===== config.mk =====
export PLATFORM = sky130hd
export DESIGN_NAME = reset_dependent_sfr_init
export DESIGN_NICKNAME = d
export VERILOG_FILES = /design/src/include/sfr_init_pkg.sv /design/src/rtl/reset_dependent_sfr_init.sv
export SDC_FILE = /design/constraint.sdc
export NUM_CORES = 1
export LEC_CHECK = 0
export BUFFER_PORTS_ARGS = -buffer_cell sky130_fd_sc_hd__buf_2
export CAP_MARGIN = 30
export CELL_PAD_IN_SITES_DETAIL_PLACEMENT = 1
export CELL_PAD_IN_SITES_GLOBAL_PLACEMENT = 2
export CORE_UTILIZATION = 40
export DETAILED_ROUTE_END_ITERATION = 10
export PLACE_DENSITY_LB_ADDON = 0.25
export REMOVE_ABC_BUFFERS = 1
export SYNTH_ARGS = -nofsm -noshare
export SYNTH_HDL_FRONTEND = slang
export SYNTH_SLANG_ARGS = --single-unit

===== constraint.sdc =====
create_clock -name clk -period 5 [get_ports clk]
set_clock_uncertainty 0.1 [all_clocks]
set_input_delay 0.75 -clock clk [delete_from_list [all_inputs] [get_ports clk]]
set_output_delay 0.75 -clock clk [all_outputs]
set_load 0.05 [all_outputs]

===== src/include/sfr_init_pkg.sv =====
package sfr_init_pkg;
    // register offsets (8-bit special function space)
    localparam logic [7:0] OSC_TUNE_ADDR      = 8'h96;
    localparam logic [7:0] WDOG_CTRL_ADDR     = 8'hA7;
    localparam logic [7:0] RTC_CTRL_ADDR      = 8'hD1;
    localparam logic [7:0] RTC_HIGH_ADDR      = 8'hD2;
    localparam logic [7:0] RTC_LOW_ADDR       = 8'hD3;
    localparam logic [7:0] RESET_CAUSE_ADDR   = 8'hDF;
    localparam logic [7:0] BAUD_CTRL_ADDR     = 8'hBD;
    localparam logic [7:0] BAUD_HIGH_ADDR     = 8'hBF;
    localparam logic [7:0] BAUD_LOW_ADDR      = 8'hBE;
    localparam logic [7:0] PORT_MODE_ADDR     = 8'hE0;
    localparam logic [7:0] IRQ_STATUS_ADDR    = 8'hE4;
    localparam logic [7:0] IRQ_MASK_ADDR      = 8'hE5;
    // reset-cause field positions
    localparam int RC_EXT_BIT   = 0;
    localparam int RC_SOFT_BIT  = 1;
    localparam int RC_WDOG_BIT  = 2;
    localparam int RC_BREAK_BIT = 3;
    localparam int RC_PON_BIT   = 4;
    localparam int RC_BROWN_BIT = 5;
    // watchdog control field positions
    localparam int WD_TIMEOUT_BIT = 1;
    // reset values, write masks, baud enable bit position and interrupt width
    localparam logic [7:0] RESET_CAUSE_PON = 8'h30;
    localparam logic [7:0] WDOG_CTRL_RST   = 8'hE5;
    localparam logic [7:0] RTC_CTRL_RST    = 8'h60;
    localparam logic [7:0] RTC_COUNT_RST   = 8'h00;
    localparam logic [7:0] PORT_MODE_RST   = 8'h00;
    localparam logic [7:0] ZERO_BYTE       = 8'h00;
    localparam logic [7:0] OSC_TUNE_MASK   = 8'hFF;
    localparam logic [7:0] WDOG_CTRL_WMASK = 8'hE5;
    localparam logic [7:0] RTC_CTRL_WMASK  = 8'h63;
    localparam logic [7:0] RC_FLAG_MASK    = 8'h3F;
    localparam int         BAUD_EN_BIT     = 0;
    localparam int         IRQ_BITS        = 6;
endpackage


===== src/rtl/reset_dependent_sfr_init.sv =====
// Implementation choice: the address-and-strobe port.
`timescale 1ns/10ps
module reset_dependent_sfr_init #(
    parameter logic [7:0] FACTORY_TUNE = 8'h20  // arbitrary factory trim default
) (
    // clock, reset, enable
    input  wire logic       clk,
    input  wire logic       nrst,
    input  wire logic       clk_en,
    // reset sources, asynchronous pins
    input  wire logic       pon_rst_pin,
    input  wire logic       brownout_rst_pin,
    input  wire logic       wdog_rst_pin,
    input  wire logic       soft_rst_pin,
    input  wire logic       ext_rst_pin,
    input  wire logic       break_rst_pin,
    // register port
    input  wire logic [7:0] addr,
    input  wire logic [7:0] wdata,
    input  wire logic       wr,
    input  wire logic       rd,
    output logic      [7:0] rdata,
    // system outputs
    output logic      [7:0] port_out_en_n,
    output logic      [7:0] osc_tune,
    output logic      [7:0] baud_divisor_high,
    output logic      [7:0] baud_divisor_low,
    output logic            baud_collision,
    output logic            irq
);
    // two-flop synchronisers for the six reset sources; a third stage keeps
    // the previous level, so each source is seen to rise once, three edges
    // after its pin, however long the pin is held
    logic [5:0] src_meta_reg, src_meta_next;
    logic [5:0] src_sync_reg, src_sync_next;
    logic [5:0] src_prev_reg, src_prev_next;
    logic [5:0] src_raw;
    logic [5:0] src_rise;
    assign src_raw  = {brownout_rst_pin, pon_rst_pin, break_rst_pin, wdog_rst_pin, soft_rst_pin, ext_rst_pin};
    assign src_rise = src_sync_reg & ~src_prev_reg;

    always_comb begin
        src_meta_next = src_raw;
        src_sync_next = src_meta_reg;
        src_prev_next = src_sync_reg;
    end

    always_ff @(posedge clk) begin
        if (!nrst) begin
            src_meta_reg <= 6'h00;
            src_sync_reg <= 6'h00;
            src_prev_reg <= 6'h00;
        end else if (clk_en) begin
            src_meta_reg <= src_meta_next;
            src_sync_reg <= src_sync_next;
            src_prev_reg <= src_prev_next;
        end
    end

    // power-on state held while the power-on source is asserted; the loads
    // repeat every cycle of the pulse, so a long pulse is harmless
    logic pon_active;
    logic sys_reset;
    assign pon_active = src_sync_reg[sfr_init_pkg::RC_PON_BIT];
    assign sys_reset  = |src_sync_reg;

    // registers
    logic [7:0] cause_reg, cause_next;
    logic [7:0] wdog_reg, wdog_next;
    logic [7:0] tune_reg, tune_next;
    logic [7:0] rtc_ctrl_reg, rtc_ctrl_next;
    logic [7:0] rtc_high_reg, rtc_high_next;
    logic [7:0] rtc_low_reg, rtc_low_next;
    logic [7:0] baud_ctrl_reg, baud_ctrl_next;
    logic [7:0] baud_high_reg, baud_high_next;
    logic [7:0] baud_low_reg, baud_low_next;
    logic [7:0] port_mode_reg, port_mode_next;
    logic [5:0] irq_stat_reg, irq_stat_next;
    logic [5:0] irq_mask_reg, irq_mask_next;
    logic       collide_reg, collide_next;
    logic [7:0] rdata_reg, rdata_next;
    logic       irq_reg, irq_next;
    logic [7:0] oe_n_reg, oe_n_next;

    function automatic logic hit(input logic [7:0] a, input logic [7:0] target);
        hit = (a == target);
    endfunction

    // masked merge: writable bits from software, read-only bits kept
    function automatic logic [7:0] merge(input logic [7:0] old, input logic [7:0] data, input logic [7:0] wmask);
        merge = (data & wmask) | (old & ~wmask);
    endfunction

    // register next-state: software writes first, then reset-source effects, which override them
    always_comb begin
        cause_next     = cause_reg;
        wdog_next      = wdog_reg;
        tune_next      = tune_reg;
        rtc_ctrl_next  = rtc_ctrl_reg;
        rtc_high_next  = rtc_high_reg;
        rtc_low_next   = rtc_low_reg;
        baud_ctrl_next = baud_ctrl_reg;
        baud_high_next = baud_high_reg;
        baud_low_next  = baud_low_reg;
        port_mode_next = port_mode_reg;
        irq_mask_next  = irq_mask_reg;
        collide_next   = collide_reg;
        irq_stat_next  = irq_stat_reg;
        if (wr && hit(addr, sfr_init_pkg::IRQ_STATUS_ADDR)) begin
            irq_stat_next = irq_stat_reg & ~wdata[5:0];
        end
        irq_stat_next = irq_stat_next | src_rise;  // set wins over clear
        if (wr && hit(addr, sfr_init_pkg::RESET_CAUSE_ADDR)) begin
            cause_next = cause_reg & ~(wdata & sfr_init_pkg::RC_FLAG_MASK);  // flags cleared by writing one
        end
        if (wr && hit(addr, sfr_init_pkg::OSC_TUNE_ADDR)) begin
            tune_next = wdata & sfr_init_pkg::OSC_TUNE_MASK;
        end else if (wr && hit(addr, sfr_init_pkg::WDOG_CTRL_ADDR)) begin
            // timeout flag lies outside the write mask: only resets move it
            wdog_next = merge(wdog_reg, wdata, sfr_init_pkg::WDOG_CTRL_WMASK);
        end else if (wr && hit(addr, sfr_init_pkg::RTC_CTRL_ADDR)) begin
            // overflow flag stays read-only from this port
            rtc_ctrl_next = merge(rtc_ctrl_reg, wdata, sfr_init_pkg::RTC_CTRL_WMASK);
        end else if (wr && hit(addr, sfr_init_pkg::RTC_HIGH_ADDR)) begin
            rtc_high_next = wdata;
        end else if (wr && hit(addr, sfr_init_pkg::RTC_LOW_ADDR)) begin
            rtc_low_next = wdata;
        end else if (wr && hit(addr, sfr_init_pkg::BAUD_CTRL_ADDR)) begin
            baud_ctrl_next = wdata;
        end else if (wr && hit(addr, sfr_init_pkg::BAUD_HIGH_ADDR)) begin
            baud_high_next = wdata;
            // write while enabled is unpredictable; flag it for software
            if (baud_ctrl_reg[sfr_init_pkg::BAUD_EN_BIT]) collide_next = 1'b1;
        end else if (wr && hit(addr, sfr_init_pkg::BAUD_LOW_ADDR)) begin
            baud_low_next = wdata;
            if (baud_ctrl_reg[sfr_init_pkg::BAUD_EN_BIT]) collide_next = 1'b1;
        end else if (wr && hit(addr, sfr_init_pkg::PORT_MODE_ADDR)) begin
            port_mode_next = wdata;
            collide_next   = 1'b0;
        end else if (wr && hit(addr, sfr_init_pkg::IRQ_MASK_ADDR)) begin
            irq_mask_next = wdata[5:0];
        end
        // any reset source: system registers outside the power-on domain, except the interrupt status;
        // watchdog control keeps its settings, only its timeout flag moves
        // here, so a watchdog bite stays visible across the restart
        if (sys_reset) begin
            baud_ctrl_next = sfr_init_pkg::ZERO_BYTE;
            baud_high_next = sfr_init_pkg::ZERO_BYTE;
            baud_low_next  = sfr_init_pkg::ZERO_BYTE;
            port_mode_next = sfr_init_pkg::PORT_MODE_RST;
            collide_next   = 1'b0;
            // flags accumulate until software clears them by writing ones
            cause_next     = cause_reg | {4'h0, src_rise[3:0]};
            if (src_rise[sfr_init_pkg::RC_WDOG_BIT]) begin
                wdog_next[sfr_init_pkg::WD_TIMEOUT_BIT] = 1'b1;
            end
        end
        // power-on: restores the power-on-only registers
        if (pon_active) begin
            cause_next    = sfr_init_pkg::RESET_CAUSE_PON;
            wdog_next     = sfr_init_pkg::WDOG_CTRL_RST;
            tune_next     = FACTORY_TUNE;
            rtc_ctrl_next = sfr_init_pkg::RTC_CTRL_RST;
            rtc_high_next = sfr_init_pkg::RTC_COUNT_RST;
            rtc_low_next  = sfr_init_pkg::RTC_COUNT_RST;
            irq_mask_next = 6'h00;
        end
        // brownout alone sets its own cause flag without clearing others
        if (src_rise[sfr_init_pkg::RC_BROWN_BIT] && !pon_active) begin
            cause_next[sfr_init_pkg::RC_BROWN_BIT] = 1'b1;
        end
    end

    // read mux, data registered for the next cycle; unmapped addresses and
    // idle cycles read zero, so a stale value never looks like an answer
    always_comb begin
        rdata_next = sfr_init_pkg::ZERO_BYTE;
        if (rd) begin
            if (hit(addr, sfr_init_pkg::OSC_TUNE_ADDR)) begin
                rdata_next = tune_reg;
            end else if (hit(addr, sfr_init_pkg::WDOG_CTRL_ADDR)) begin
                rdata_next = wdog_reg;
            end else if (hit(addr, sfr_init_pkg::RTC_CTRL_ADDR)) begin
                rdata_next = rtc_ctrl_reg;
            end else if (hit(addr, sfr_init_pkg::RTC_HIGH_ADDR)) begin
                rdata_next = rtc_high_reg;
            end else if (hit(addr, sfr_init_pkg::RTC_LOW_ADDR)) begin
                rdata_next = rtc_low_reg;
            end else if (hit(addr, sfr_init_pkg::RESET_CAUSE_ADDR)) begin
                rdata_next = cause_reg;
            end else if (hit(addr, sfr_init_pkg::BAUD_CTRL_ADDR)) begin
                rdata_next = baud_ctrl_reg;
            end else if (hit(addr, sfr_init_pkg::BAUD_HIGH_ADDR)) begin
                rdata_next = baud_high_reg;
            end else if (hit(addr, sfr_init_pkg::BAUD_LOW_ADDR)) begin
                rdata_next = baud_low_reg;
            end else if (hit(addr, sfr_init_pkg::PORT_MODE_ADDR)) begin
                rdata_next = port_mode_reg;
            end else if (hit(addr, sfr_init_pkg::IRQ_STATUS_ADDR)) begin
                rdata_next = {1'b0, collide_reg, irq_stat_reg};
            end else if (hit(addr, sfr_init_pkg::IRQ_MASK_ADDR)) begin
                rdata_next = {2'b00, irq_mask_reg};
            end
        end
        irq_next = |(irq_stat_next & irq_mask_next);
        // pin enables follow the next port mode so they change with it
        oe_n_next = ~port_mode_next;
    end

    // registration; the power-on-only registers ignore nrst, which is a
    // non-power-on reset, and are initialised by the power-on source instead
    always_ff @(posedge clk) begin
        if (!nrst) begin
            baud_ctrl_reg <= sfr_init_pkg::ZERO_BYTE;
            baud_high_reg <= sfr_init_pkg::ZERO_BYTE;
            baud_low_reg  <= sfr_init_pkg::ZERO_BYTE;
            port_mode_reg <= sfr_init_pkg::PORT_MODE_RST;
            irq_stat_reg  <= 6'h00;
            collide_reg   <= 1'b0;
        end else if (clk_en) begin
            baud_ctrl_reg <= baud_ctrl_next;
            baud_high_reg <= baud_high_next;
            baud_low_reg  <= baud_low_next;
            port_mode_reg <= port_mode_next;
            irq_stat_reg  <= irq_stat_next;
            collide_reg   <= collide_next;
        end
    end

    // output flops: read data, interrupt and pin enables come straight from
    // here; the enables restart released so no pin is driven before software
    // has chosen an output mode
    always_ff @(posedge clk) begin
        if (!nrst) begin
            rdata_reg <= sfr_init_pkg::ZERO_BYTE;
            irq_reg   <= 1'b0;
            oe_n_reg  <= ~sfr_init_pkg::PORT_MODE_RST;
        end else if (clk_en) begin
            rdata_reg <= rdata_next;
            irq_reg   <= irq_next;
            oe_n_reg  <= oe_n_next;
        end
    end

    // power-on domain registers
    always_ff @(posedge clk) begin
        if (clk_en) begin
            cause_reg    <= cause_next;
            wdog_reg     <= wdog_next;
            tune_reg     <= tune_next;
            rtc_ctrl_reg <= rtc_ctrl_next;
            rtc_high_reg <= rtc_high_next;
            rtc_low_reg  <= rtc_low_next;
            irq_mask_reg <= irq_mask_next;
        end
    end

    assign rdata             = rdata_reg;
    assign port_out_en_n     = oe_n_reg;
    assign osc_tune          = tune_reg;
    assign baud_divisor_high = baud_high_reg;
    assign baud_divisor_low  = baud_low_reg;
    assign baud_collision    = collide_reg;
    assign irq               = irq_reg;
endmodule // reset_dependent_sfr_init


Yosys cells after proc, flatten, opt, wreduce, memory -nomap -nowiden --
Cells that the tools add are included. W data, S select, Z words.
Word-level totals: register bits 128, output and inout port bits 42, input port bits 27, logic and storage cells 184
Cells by class: muxes and demuxes 89, equality and inequality tests 23, bitwise gates (word level) 12, reductions and logical operators 39
Operator list (count):
- $mux W8 | 62
- $eq A8 B8 Y1 const B | 12
- $mux W6 | 13
- $ne A2 B2 Y1 const B | 11
- $and A6 B6 Y6 | 3
- $reduce_and A8 Y1 | 2
- $reduce_bool A2 Y1 | 8
- $logic_and A1 B1 Y1 | 13
- $mux W1 | 13
- $not A6 Y6 | 2
- $reduce_or A6 Y1 | 2
- $reduce_and A9 Y1 | 1
- $and A8 B8 Y8 | 1
- $not A6 Y8 | 1
- $not A8 Y8 | 1
- $or A7 B8 Y8 | 1
- $or A8 B4 Y8 | 1
- $or A8 B5 Y8 | 1
- $reduce_bool A4 Y1 | 2
- $mux W7 | 1
- $reduce_and A7 Y1 | 1
- $or A6 B6 Y6 | 1
- $reduce_and A2 Y1 | 3
- $reduce_and A6 Y1 | 1
- 6 further kinds | 6

Depth between registers and ports, before layout --
Gate-level depths: netlist (run 1).
word-level depth 15, mapped depth 9, depth with buffers taken out 6

Least setup slack after synthesis (run 1) --
No wires, ideal clock.
path kind input -> register, from input addr[6], to register tune_reg[0], in the netlist osc_tune[0] (enable), slack 2.265 ns, setup time 0.370 ns, data arrival time 2.265 ns, buffers on the path 0, cell stages on the path 4, path through nand4bb_1 nor4b_1 a21oi_1 nor2_1
Between the ends: word-level cells in the longest chain between the ends 4
RTL lines:
- start: declaration | line reset_dependent_sfr_init.sv:18 | input wire logic [7:0] addr,
- $eq A8 B8 Y1 | line reset_dependent_sfr_init.sv:86 | hit = (a == target);
- $logic_and A1 B1 Y1 | line reset_dependent_sfr_init.sv:116 | if (wr && hit(addr, sfr_init_pkg::OSC_TUNE_ADDR)) begin
- $reduce_bool A2 Y1 (no line)
- $reduce_and A2 Y1 (no line)
- end signal: assignment | line reset_dependent_sfr_init.sv:250 | tune_reg <= tune_next;
- end: declaration | line reset_dependent_sfr_init.sv:70 | logic [7:0] tune_reg, tune_next;
No other way between the ends. A chain may end at the register's enable or synchronous reset.

Worst setup path after layout (run 1) --
from input addr[0], to register rtc_high_reg[5] (enable)
Between the ends: word-level cells in the longest chain between the ends 4
RTL lines:
- $eq A8 B8 Y1 | line reset_dependent_sfr_init.sv:86
- $logic_and A1 B1 Y1 (on tied branches)
- $ne A2 B2 Y1 (no line) / $reduce_bool A2 Y1 (equally long branches)
- $reduce_and A5 Y1 (no line) (*)
- end signal: assignment | line reset_dependent_sfr_init.sv:252 | rtc_high_reg <= rtc_high_next;
- end: declaration | line reset_dependent_sfr_init.sv:72 | logic [7:0] rtc_high_reg, rtc_high_next;
Every way passes the cells marked *; elsewhere a longest branch is shown, timed or not.

==> flow_results.org, run 1 <==
** CTS
- TritonCTS built the clock tree.
- Cts hold-fix bufs :: 0
- Number of instances resized during post-cts repair :: 0
- Clock-pin slew was measured on the worst setup and hold paths at 60 ps.
- CTS saw 122 sinks.
- The clock passes through at most 2 buffers.
- H-tree levels :: 4
- Clock root buffer master :: sky130_fd_sc_hd__clkbuf_16
- TritonCTS created 17 clock buffers.
- Once the clock tree was built, the setup fixing pass inserted 0 buffers.
- The clock reaches the later pin of the worst-skew pair after 420 ps.

** Logic synthesis
- Proportion of netlist area held by the largest area contributor :: 0.254
- Yosys warnings :: 0
- Register area share after synthesis :: 0.500
- Summed instance area of the synthesized netlist :: 5840 sq um
- Biggest area contributors in the synthesized netlist :: sky130_fd_sc_hd__dfxtp_1, sky130_fd_sc_hd__edfxtp_1, sky130_fd_sc_hd__mux2i_1, sky130_fd_sc_hd__nor2b_1, sky130_fd_sc_hd__a22o_1
- The most used flip-flop cell after synthesis is sky130_fd_sc_hd__dfxtp_1.
- Post-Syn Instances :: 595
- Counting flops with an async set or reset pin after synthesis yields a share of 0.
- EDFF count, synth :: 48
- Number of unique standard cell types used by synthesis :: 61
- The synthesized design contains 122 register bits.
- sky130_fd_sc_hd__dfxtp_1 takes more of the synthesized area than any other cell.
- A synthesized cell averages 9.82 sq um.

** STA
- The final count of hold timing violations is 0.
- Fmax achieved :: 0.300 GHz
- In the finished design, the share of the clock period the worst path needs comes to 0.666.
- Unrepaired setup endpoints after global routing :: false
- Relative slew slack :: 0.355
- The number of max-slew violations in the final report was 0.
- Final critical delay including setup and external delays :: 3330 ps
- Setup violations remaining at the end of the flow were counted as 0.
- Slew @ Worst Pin :: 965 ps
- Sum Neg Setup Slack :: 0 ps

** Flow run
- The tool flagged a number of max-cap violations equal to 0.

** Min path
- The worst hold path passes through 2 cells.
- The worst hold path begins at rdata[6].
- The tightest min-delay check is of the register to register type.
- Hold worst-path end :: rdata[6]

** Power
- Total leakage power :: 2.68 nW
- Of the total power, registers draw 0.402.
- The share of total power dissipated in the clock network is 0.524.
- Internal power :: 2.06 mW
- For this design the total switching power over the nets is 603 uW.
- The worst-case IR drop observed on VDD is 0.238 mV.
- Power spread over the standard cell area amounts to 382 nW/um^2.
- Combinational group share of total power :: 0.074
- Share of total power consumed by net switching :: 0.227

** Route
- Vias per inst :: 6.01
- Detailed Route WL :: 19.2 mm
- First DRT Iteration DRCs :: 354
- Dividing the detail-routed wire length by the instance count gives 22.9 microns.
- Post-DRT Antenna Nets :: 0
- Routed vias :: 5050
- In the routed design, unresolved DRC markers number 0.
- The first detailed-routing pass took 5 iterations.

** Setup path
- Category of the worst setup path capture point :: register
- The worst setup path is of the input pin to register kind.
- Reg2Reg Setup Slack :: 1940 ps
- Data on the critical path is required at its endpoint by 4950 ps.
- Launching point of the worst reg2reg path :: src_prev_next[2]
- In this run the worst path has a maximum fanout of 29.
- The endpoint identified for the worst register-to-register timing path is baud_divisor_low[6].
- Counting cells, the worst reg-to-reg path comes to 6.
- Worst path arrival time :: 3280 ps
- STA classifies the critical path startpoint as an input pin.

** Global route
- Across every metal layer, demand over resource in global routing totals 0.271.
- met2 is the most crowded layer.
- The initial antenna violation count was 0.
- The via count of the first global-routing pass was 5122.
- Entering global routing, the biggest net connects 41 pins.
- Global routing finished with a remaining overflow of 0.
- Met3 layer usage reported by global route :: 0.0493
- Global routing usage on met1 :: 0.352
- In the global route stage, met2 resource usage came out at 0.438.
- The first global-routing pass estimated 29.6 mm of wire.

** Die
- Standard-cell row count :: 43
- The core region is 14000 sq um.
- Vertical extent of the die :: 123 microns
- For this configuration, the core starts out at a cell density of 0.416.
- Number of top-level pins :: 69
- In this run the horizontal extent of the chip is 123 microns.
- The die covers 15100 sq um.

** Cells and area
- Area overhead of the layout relative to synthesis :: 19.3%
- The number of antenna diodes in the final layout is 0.
- Fraction of final layout cells with drive strength greater than 1 :: 0.185
- Nets :: 674
- Leaving out filler cells and counting taps, the final layout contains 840.

** Run status
- The run finished with clean final reports.

** Placement
- Summed over all nets, the half-perimeter wirelength after detailed placement is 13.3 mm.
- At the end of routability-driven placement, the weighted congestion stood at 0.829.
- Once placement completed, the tool counted placed cells totaling 808.
- Input and output buffers added on the ports amount to 68.
layout by cell type, fill, tap and decap left out, types with 7 or more instances in the layout:
cell,count
sky130_fd_sc_hd__a21o_1,12
sky130_fd_sc_hd__a21oi_1,33
sky130_fd_sc_hd__a22o_1,31
sky130_fd_sc_hd__a22oi_1,15
sky130_fd_sc_hd__buf_2,68
sky130_fd_sc_hd__buf_4,8
sky130_fd_sc_hd__clkbuf_16,17
sky130_fd_sc_hd__dfxtp_1,74
sky130_fd_sc_hd__edfxtp_1,48
sky130_fd_sc_hd__inv_1,7
sky130_fd_sc_hd__mux2i_1,36
sky130_fd_sc_hd__nand2_1,58
sky130_fd_sc_hd__nor2_1,48
sky130_fd_sc_hd__nor2b_1,48
sky130_fd_sc_hd__nor3_1,13
sky130_fd_sc_hd__o21ai_0,15
sky130_fd_sc_hd__o21ai_1,11
sky130_fd_sc_hd__o22ai_1,11
cell families (layout without fill, tap and decap cells):
family	Yosys count	in the layout	share of synthesized area
AO/OA/AOI/OAI	169	169	0.202
buffers and inverters	51	116	0.0334
multiplexers	39	39	0.0675
flip-flops	122	122	0.500
AND/OR/NAND/NOR	214	214	0.197
critical path, cell delays in order:
cell and delay, ps:
sky130_fd_sc_hd__buf_2 530, sky130_fd_sc_hd__nand2b_1 210, sky130_fd_sc_hd__or4b_1 430, sky130_fd_sc_hd__nand2_2 210
sky130_fd_sc_hd__nor2b_1 430, sky130_fd_sc_hd__a21oi_1 130, sky130_fd_sc_hd__nor2_1 580
worst max path at each step:
stage	startpoint	cells after the start	endpoint	slack (ps)
floorplan	addr[0]	6	rtc_low_reg[0]	2170
global placement	addr[0]	7	rtc_low_reg[5]	1390
detailed placement	addr[0]	7	rtc_high_reg[5]	1280
CTS	addr[0]	7	rtc_high_reg[0]	1710
global route	addr[0]	7	rtc_low_reg[0]	1550
finish	addr[0]	7	rtc_high_reg[5]	1670
power groups by stage:
stage	clock network, mW	registers (mW)	logic, mW
2_1_floorplan	0	1.09	0.0928
3_3_place_gp	0	1.09	0.187
3_5_place_dp	0	1.09	0.192
4_1_cts	1.41	1.07	0.195
5_1_grt	1.45	1.07	0.210
6_report	1.39	1.07	0.196
stage by stage:
stage                     setup WS, ps  instance area, sq um   util  total power, mW  hold slack [ps]
after global routing              1550                  6970  0.496             2.74              362
after CTS                         1710                  6970  0.496             2.67              359
final                             1670                  6970  0.496             2.66              353
after floorplan                   2170                  5680      -             1.19              344
after global placement            1390                  6300  0.449             1.28              342
after detailed placement          1280                  6300  0.449             1.28              351
synth_stat cells (all sizes together), types with 3 or more instances:
master	instances
a31oi	4
nor2	48
mux2i	36
a221oi	4
a22oi	15
o22ai	11
or4	4
clkbuf	34
nand2b	6
a21oi	34
mux2	3
a211oi	3
nand2	59
a32oi	4
nand3	6
o21ai	26
nor3	15
a2111oi	3
or2	4
nor2b	48
nand4b	3
nor4b	3
nor4	7
buf	9
edfxtp	48
a22o	31
inv	8
o211ai	3
dfxtp	74
a211o	5
a21o	12
per-layer routing:
metal	routed length, microns	share of wire	vias to the layer above
li1	-	-	2307
met1	8490	0.44	2566
met2	9310	0.48	144
met3	897	0.047	33
met4	537	0.028	0
met5	0	0	-
area by class of cell:
type                    instances  area [sq um]
repair buffers                 76           400
multi-input cells             422          2730
well taps                     180           225
flip-flops and latches        122          2920
clock inverters                12           220
clock buffers                  20           447
inverters                       8          30.0
fillers                      1585          7070
(Power assumes the default switching activity.)
==> run 2, diff against run 1 <==
CORE_UTILIZATION = 37   (was 40)
clock period = 3.3 ns   (was 5 ns; I/O delays follow)
==> run 2 against run 1 <==
Net effect:
- global-route usage decreased by 2.1 points
- flip-flop and latch count unchanged
- wire length increased by 2.0%
- sequential share of layout area decreased by 0.30 points
- critical endpoint is now baud_divisor_low[4]
- sequential power increased by 51%
- hold slack got worse by 120 ps
==> flow_results.org, run 2 (synthesis gave the netlist of run 1 again) <==
** Power
- Pwr dens :: 517 nW/um^2
- Summed over all cells, the static leakage comes to 2.71 nW.
- VDD IR max :: 0.338 mV

** Route
- For this run, design rule violations remaining after detail routing come to 0.
- Signal routing reaches up to met4.
- Post-DRT Antenna Nets :: 0
- Met3 wire length :: 898 microns
- Detailed Route WL :: 19.6 mm
- Detailed-route wire length per cell :: 22.0 microns
- In the routed layout, each cell is associated on average with a via count of 5.72.
- First DRT Iteration DRCs :: 347
- The pre-antenna-repair detailed-routing pass consisted of 5 iterations.
- Wl on met1 :: 8.77 mm
- Wire length on met2 :: 9.55 mm
- For this block, the via count after detailed routing is 5095.

** Setup path
- CP max FO :: 8
- For flop-to-flop paths, the worst setup slack is 650 ps.
- The worst setup path is captured at a register.
- Launching point of the worst reg2reg path :: src_prev_next[1]
- The worst setup path is launched from a register.
- Worst path arrival time :: 2910 ps
- The critical path starts at src_prev_next[1].
- STA puts the critical path data required time at 3560 ps.
- The endpoint identified for the worst register-to-register timing path is baud_divisor_low[4].
- The worst register-to-register path has a depth of 6.
- Startpoint-to-endpoint class of the critical path :: register to register
- Following the worst setup path forward leads to its endpoint at baud_divisor_low[4].

** STA
- Number of pins with negative max-slew slack in the final report :: 0
- After routing, the total negative slack on setup checks comes to 0 ps.
- Worst Slack Setup Final :: 649 ps
- At the pin with the least slew margin, the transition time is 651 ps.
- Share of the cycle needed by the critical path after routing :: 0.803
- Setup repair after global routing left no endpoint under its margin.
- Fin. Hold Viols :: 0
- The smallest clock period supported by the final layout is computed as 2650 ps.
- Based on the critical path, the design can be clocked at up to 0.377 GHz.
- In this run the tightest slew margin relative to its limit is 0.563.
- Setup violations remaining at the end of the flow were counted as 0.

** Die
- Vertical extent of the die :: 128 microns
- Standard-cell row count :: 45
- Die Outline Area :: 16300 sq um
- Area of the core :: 15300 sq um
- Number of top-level pins :: 69
- Initial core utilization :: 0.382
- The die is 128 microns wide.

** CTS
- TritonCTS clock tree :: done
- Cts hold-fix bufs :: 0
- In this run the post-CTS setup repair buffer count came out at 0.
- Sink Count :: 122
- Buffers inserted during clock tree synthesis total 17.
- H-tree levels :: 4
- After clock tree synthesis, the clock-pin slew on the worst setup and hold paths is 60 ps.
- After clock tree synthesis, the repair step resized 0 gates.
- The clock passes through at most 2 buffers.
- CTS placed an instance of sky130_fd_sc_hd__clkbuf_16 at the clock tree root.
- Insertion delay to the later sink of the worst-skew pair :: 420 ps

** Placement
- At the placement stage, the worst setup path has a slack of 377 ps.
- Total of buffers placed on input and output ports :: 68
- Weighted congestion at the end of routability-driven global placement :: 0.935
- Estimated wirelength of the detail-placed design :: 14.0 mm

** Cells and area
- The library cell used most frequently in the layout, excluding fill and tap cells, is sky130_fd_sc_hd__dfxtp_1.
- The number of antenna diodes in the final layout is 0.
- Filler Cell Count :: 1749
- Area overhead of the layout relative to synthesis :: 20.1%
- Once layout is complete, the utilization of the core stands at 0.458.
- In the final layout, the share of cells above drive strength 1 is 0.205.
- Nets :: 693
- Commonest non-fill, non-tap cells in the layout :: sky130_fd_sc_hd__dfxtp_1, sky130_fd_sc_hd__buf_2, sky130_fd_sc_hd__nand2_1

** Global route
- Global routing finished with a remaining overflow of 0.
- Number of antenna violations at the first check in global routing :: 0
- Pin count of the biggest net entering global routing :: 55
- Wire length of the first global-routing pass :: 29.9 mm
- Number of global-route vias before repair :: 5161
- Global-route total usage across every layer :: 0.250

** Flow run
- Max capacitance violation total :: 0

** Min path
- Type of the most critical hold path :: input pin to register

** Run status
- The run finished with clean final reports.
run 2: worst min path at each step:
stage / startpoint / endpoint / slack, ps / depth (start not counted)
global route: pon_rst_pin / src_meta_reg[4] / 240 / 3
CTS: break_rst_pin / src_meta_reg[3] / 220 / 3
global placement: rdata[6] / rdata[6] / 340 / 2
finish: break_rst_pin / src_meta_reg[3] / 230 / 3
detailed placement: rdata[6] / rdata[6] / 350 / 2
floorplan: baud_ctrl_reg[7] / baud_ctrl_reg[7] / 340 / 1
run 2: critical path, stage by stage, from the launching register on:
cell and delay, ps:
sky130_fd_sc_hd__dfxtp_1 350, sky130_fd_sc_hd__or4_4 560, sky130_fd_sc_hd__nor3_4 130, sky130_fd_sc_hd__nand2_1 200, sky130_fd_sc_hd__or4b_4 580, sky130_fd_sc_hd__nor4_4 440, sky130_fd_sc_hd__a22o_1 230
run 2: per-layer routing:
metal | up-vias | global-route usage
met4 | 0 | 0.0844
met3 | 28 | 0.0555
met5 | - | 0
met2 | 154 | 0.413
li1 | 2353 | -
met1 | 2560 | 0.324
run 2: stage by stage:
stage          instances  instance area [sq um]  power, mW  hold slack [ps]
2_1_floorplan        552                   5680       1.80              344
3_3_place_gp         858                   6480       1.95              339
3_5_place_dp         858                   6480       1.96              350
4_1_cts              890                   7020       3.66              223
5_1_grt              890                   7020       3.75              236
6_report             890                   7020       3.63              232
run 2: where the power goes:
group          internal, mW  switching [mW]  total, mW
registers              1.60          0.0200       1.62
logic                0.0961           0.213      0.309
clock network          1.01           0.689       1.70
total                  2.71           0.922       3.63
run 2: cell type report:
class                           count  area, sq um  share of cell area
Clock buffer                       17          425              0.0606
Clock inverter                     15          110              0.0157
Inverter                            8         30.0             0.00428
Multi-Input combinational cell    422         2730               0.388
Sequential cell                   122         2920               0.416
Tap cell                          211          264              0.0376
Timing Repair Buffer               95          543              0.0773
==> run 3, diff against run 2 <==
clock period = 2.7 ns   (was 3.3 ns; I/O delays follow)
==> run 3 against run 2 <==
Net effect:
- final area grew 2.0%
- global-route usage grew 0.68 points
- die area is the same
- via count grew 1.1%
- core utilization grew 0.93 points
- count of clock-buffer cells in the layout grew 7
- hold slack lost 85 ps
- maximum frequency grew 5.8%
- flip-flop and latch count is the same
- critical path type unchanged
- critical endpoint is now baud_divisor_low[5]
==> flow_results.org, run 3 (synthesis gave the netlist of run 1 again) <==
** Route
- For this run, design rule violations remaining after detail routing come to 0.
- After detailed routing, the number of vias per cell comes to 5.68.
- Detailed Route WL :: 19.9 mm
- First DRT Iteration DRCs :: 372
- In this run the remaining antenna-violating nets after routing total 0.
- After detailed routing, the average wire length per cell comes to 21.9 microns.
- The routed layout has 5153 vias.
- The first detailed-routing pass ran for 4 iterations.

** STA
- Final critical delay including setup and external delays :: 2500 ps
- Number of pins with negative max-slew slack in the final report :: 0
- Unrepaired setup endpoints after global routing :: false
- Dividing the final minimum period by the clock period gives 0.928.
- Number of setup violations in the final report :: 0
- For the pin with the worst max-slew slack, the measured transition is 635 ps.
- Sum Neg Setup Slack :: 0 ps
- Relative slew slack :: 0.574
- Hold Slack :: 146 ps
- Derived from the worst setup path, the maximum achievable clock frequency is 0.399 GHz.
- Setup slack closes at 196 ps.
- The final count of hold timing violations is 0.

** Cells and area
- Diode insertion count for antenna repair :: 0
- Area taken by multi-input logic gates :: 2730 sq um
- Combined flip-flop and latch cell area :: 2920 sq um
- Commonest non-fill, non-tap cell in the layout :: sky130_fd_sc_hd__dfxtp_1
- Summing all non-filler instances in the final layout gives an area of 7160 sq um.
- Area overhead of the layout relative to synthesis :: 22.6%
- Once layout is complete, the cells apart from fillers number 908.
- For this run, the share of the core covered by cells in the final layout is 0.468.
- Of the cells placed in the final design, the portion with a size suffix greater than 1 is 0.225.
- Filler Cell Count :: 1752
- Nets :: 712
- Commonest non-fill, non-tap cells in the layout :: sky130_fd_sc_hd__dfxtp_1, sky130_fd_sc_hd__buf_2, sky130_fd_sc_hd__nand2_1

** Setup path
- Of all nets on the critical path, the largest fanout is 8.
- Required time reported for the critical path endpoint :: 2950 ps
- Startpoint-to-endpoint class of the critical path :: register to register
- Startpoint kind of the worst setup timing path :: register
- The worst register-to-register path has a depth of 6.
- Worst path arrival time :: 2760 ps
- Category of the worst setup path capture point :: register

** Die
- Area of the core :: 15300 sq um
- Die Outline Area :: 16300 sq um
- For this configuration, the core starts out at a cell density of 0.382.
- The initialized floorplan defines 45 standard-cell rows.
- Vertical extent of the die :: 128 microns
- Number of top-level pins :: 69
- The floorplan step set the die width to 128 microns.

** Min path
- The path class of the tightest hold or removal check is input pin to register.
- Hold Path Cell Cnt :: 3

** CTS
- The clock reaches the later pin of the worst-skew pair after 420 ps.
- Hold repair after CTS inserted 0 buffers.
- TritonCTS built the clock tree.
- Cts bufs inserted :: 17
- After clock tree synthesis, the clock-pin slew on the worst setup and hold paths is 60 ps.
- Clock root buffer master :: sky130_fd_sc_hd__clkbuf_16
- The H-tree was split into 4 levels.
- The number of gates resized after CTS was 0.
- The clock passes through at most 2 buffers.
- The clock drives 122 sinks.
- Post-CTS setup-driven buffer insertion count :: 0

** Power
- Combinational group share of total power :: 0.088
- IR analysis of the VDD net gives a maximum drop of 0.421 mV.
- Power spread over the standard cell area amounts to 619 nW/um^2.
- Share of total power consumed by net switching :: 0.244
- In this run the static leakage power is 2.83 nW.
- Of the total power, registers draw 0.447.
- Clock Power Share :: 0.465
- Overall power consumption :: 4.43 mW
- Reported net switching power :: 1.08 mW
- Cell internal power was estimated by the tool at 3.35 mW.

** Global route
- In the global route stage, overall resource usage came out at 0.257.
- The first global-routing pass estimated 30.6 mm of wire.
- Entering global routing, the biggest net connects 55 pins.
- Total global routing overflow :: 0
- Number of global-route vias before repair :: 5160
- The initial antenna violation count is 0.

** Placement
- Instance area at placement :: 6630 sq um
- After detailed placement, the design holds a cell count of 877.
- Worst slack at placement :: 132 ps
- Estimated wirelength of the detail-placed design :: 14.4 mm
- Routability-driven placement finished with a final weighted congestion of 0.904.
- Total of buffers placed on input and output ports :: 68

** Run status
- The flow ran to the end, and the final reports show no timing, DRC or antenna violations.

** Flow run
- Max capacitance violation total :: 0
[run 3: changes by cell type in the layout (fill, tap and decap cells not counted), sizes merged]
cell | before | now
bufinv | 1 | 0
clkinvlp | 6 | 1
inv | 8 | 9
clkbuf | 17 | 24
clkinv | 8 | 5
buf | 95 | 114
[run 3: critical path: stages, from the launching register on]
cell and delay (ps):
sky130_fd_sc_hd__dfxtp_1 330, sky130_fd_sc_hd__or4_4 550, sky130_fd_sc_hd__nor3_4 130, sky130_fd_sc_hd__nand2_1 170, sky130_fd_sc_hd__or4b_4 560, sky130_fd_sc_hd__nor4_4 380
sky130_fd_sc_hd__a22o_1 210
[run 3: final timing paths]
check	from	end	slack, ps
setup / recovery	src_prev_next[1]	baud_divisor_low[5]	200
hold / removal	break_rst_pin	src_meta_reg[3]	150
setup reg to reg	src_prev_next[1]	baud_divisor_low[5]	200
hold reg to reg	rdata[6]	rdata[6]	350
[run 3: layout make-up]
| cell class | count | area share |
|---|---|---|
| Sequential cell | 122 | 0.408 |
| Multi-Input combinational cell | 422 | 0.380 |
| Timing Repair Buffer | 114 | 0.0957 |
| Clock buffer | 24 | 0.0688 |
| Tap cell | 211 | 0.0369 |
| Clock inverter | 7 | 0.00594 |
| Inverter | 8 | 0.00419 |
[run 3: per-layer routing]
layer	wire length (microns)	vias up	GRT usage
met2	9720	155	0.428
met3	906	35	0.0513
met1	8790	2573	0.333
li1	-	2390	-
met5	0	-	0
met4	450	0	0.0886
[run 3: power groups by stage]
| stage | Clock [mW] | Sequential, mW | Combinational (mW) |
|---|---|---|---|
| after floorplan | 0 | 2.02 | 0.172 |
| final | 2.06 | 1.98 | 0.391 |
| after global placement | 0 | 2.02 | 0.376 |
| after detailed placement | 0 | 2.02 | 0.386 |
| after global routing | 2.19 | 1.98 | 0.421 |
| after CTS | 2.09 | 1.98 | 0.390 |
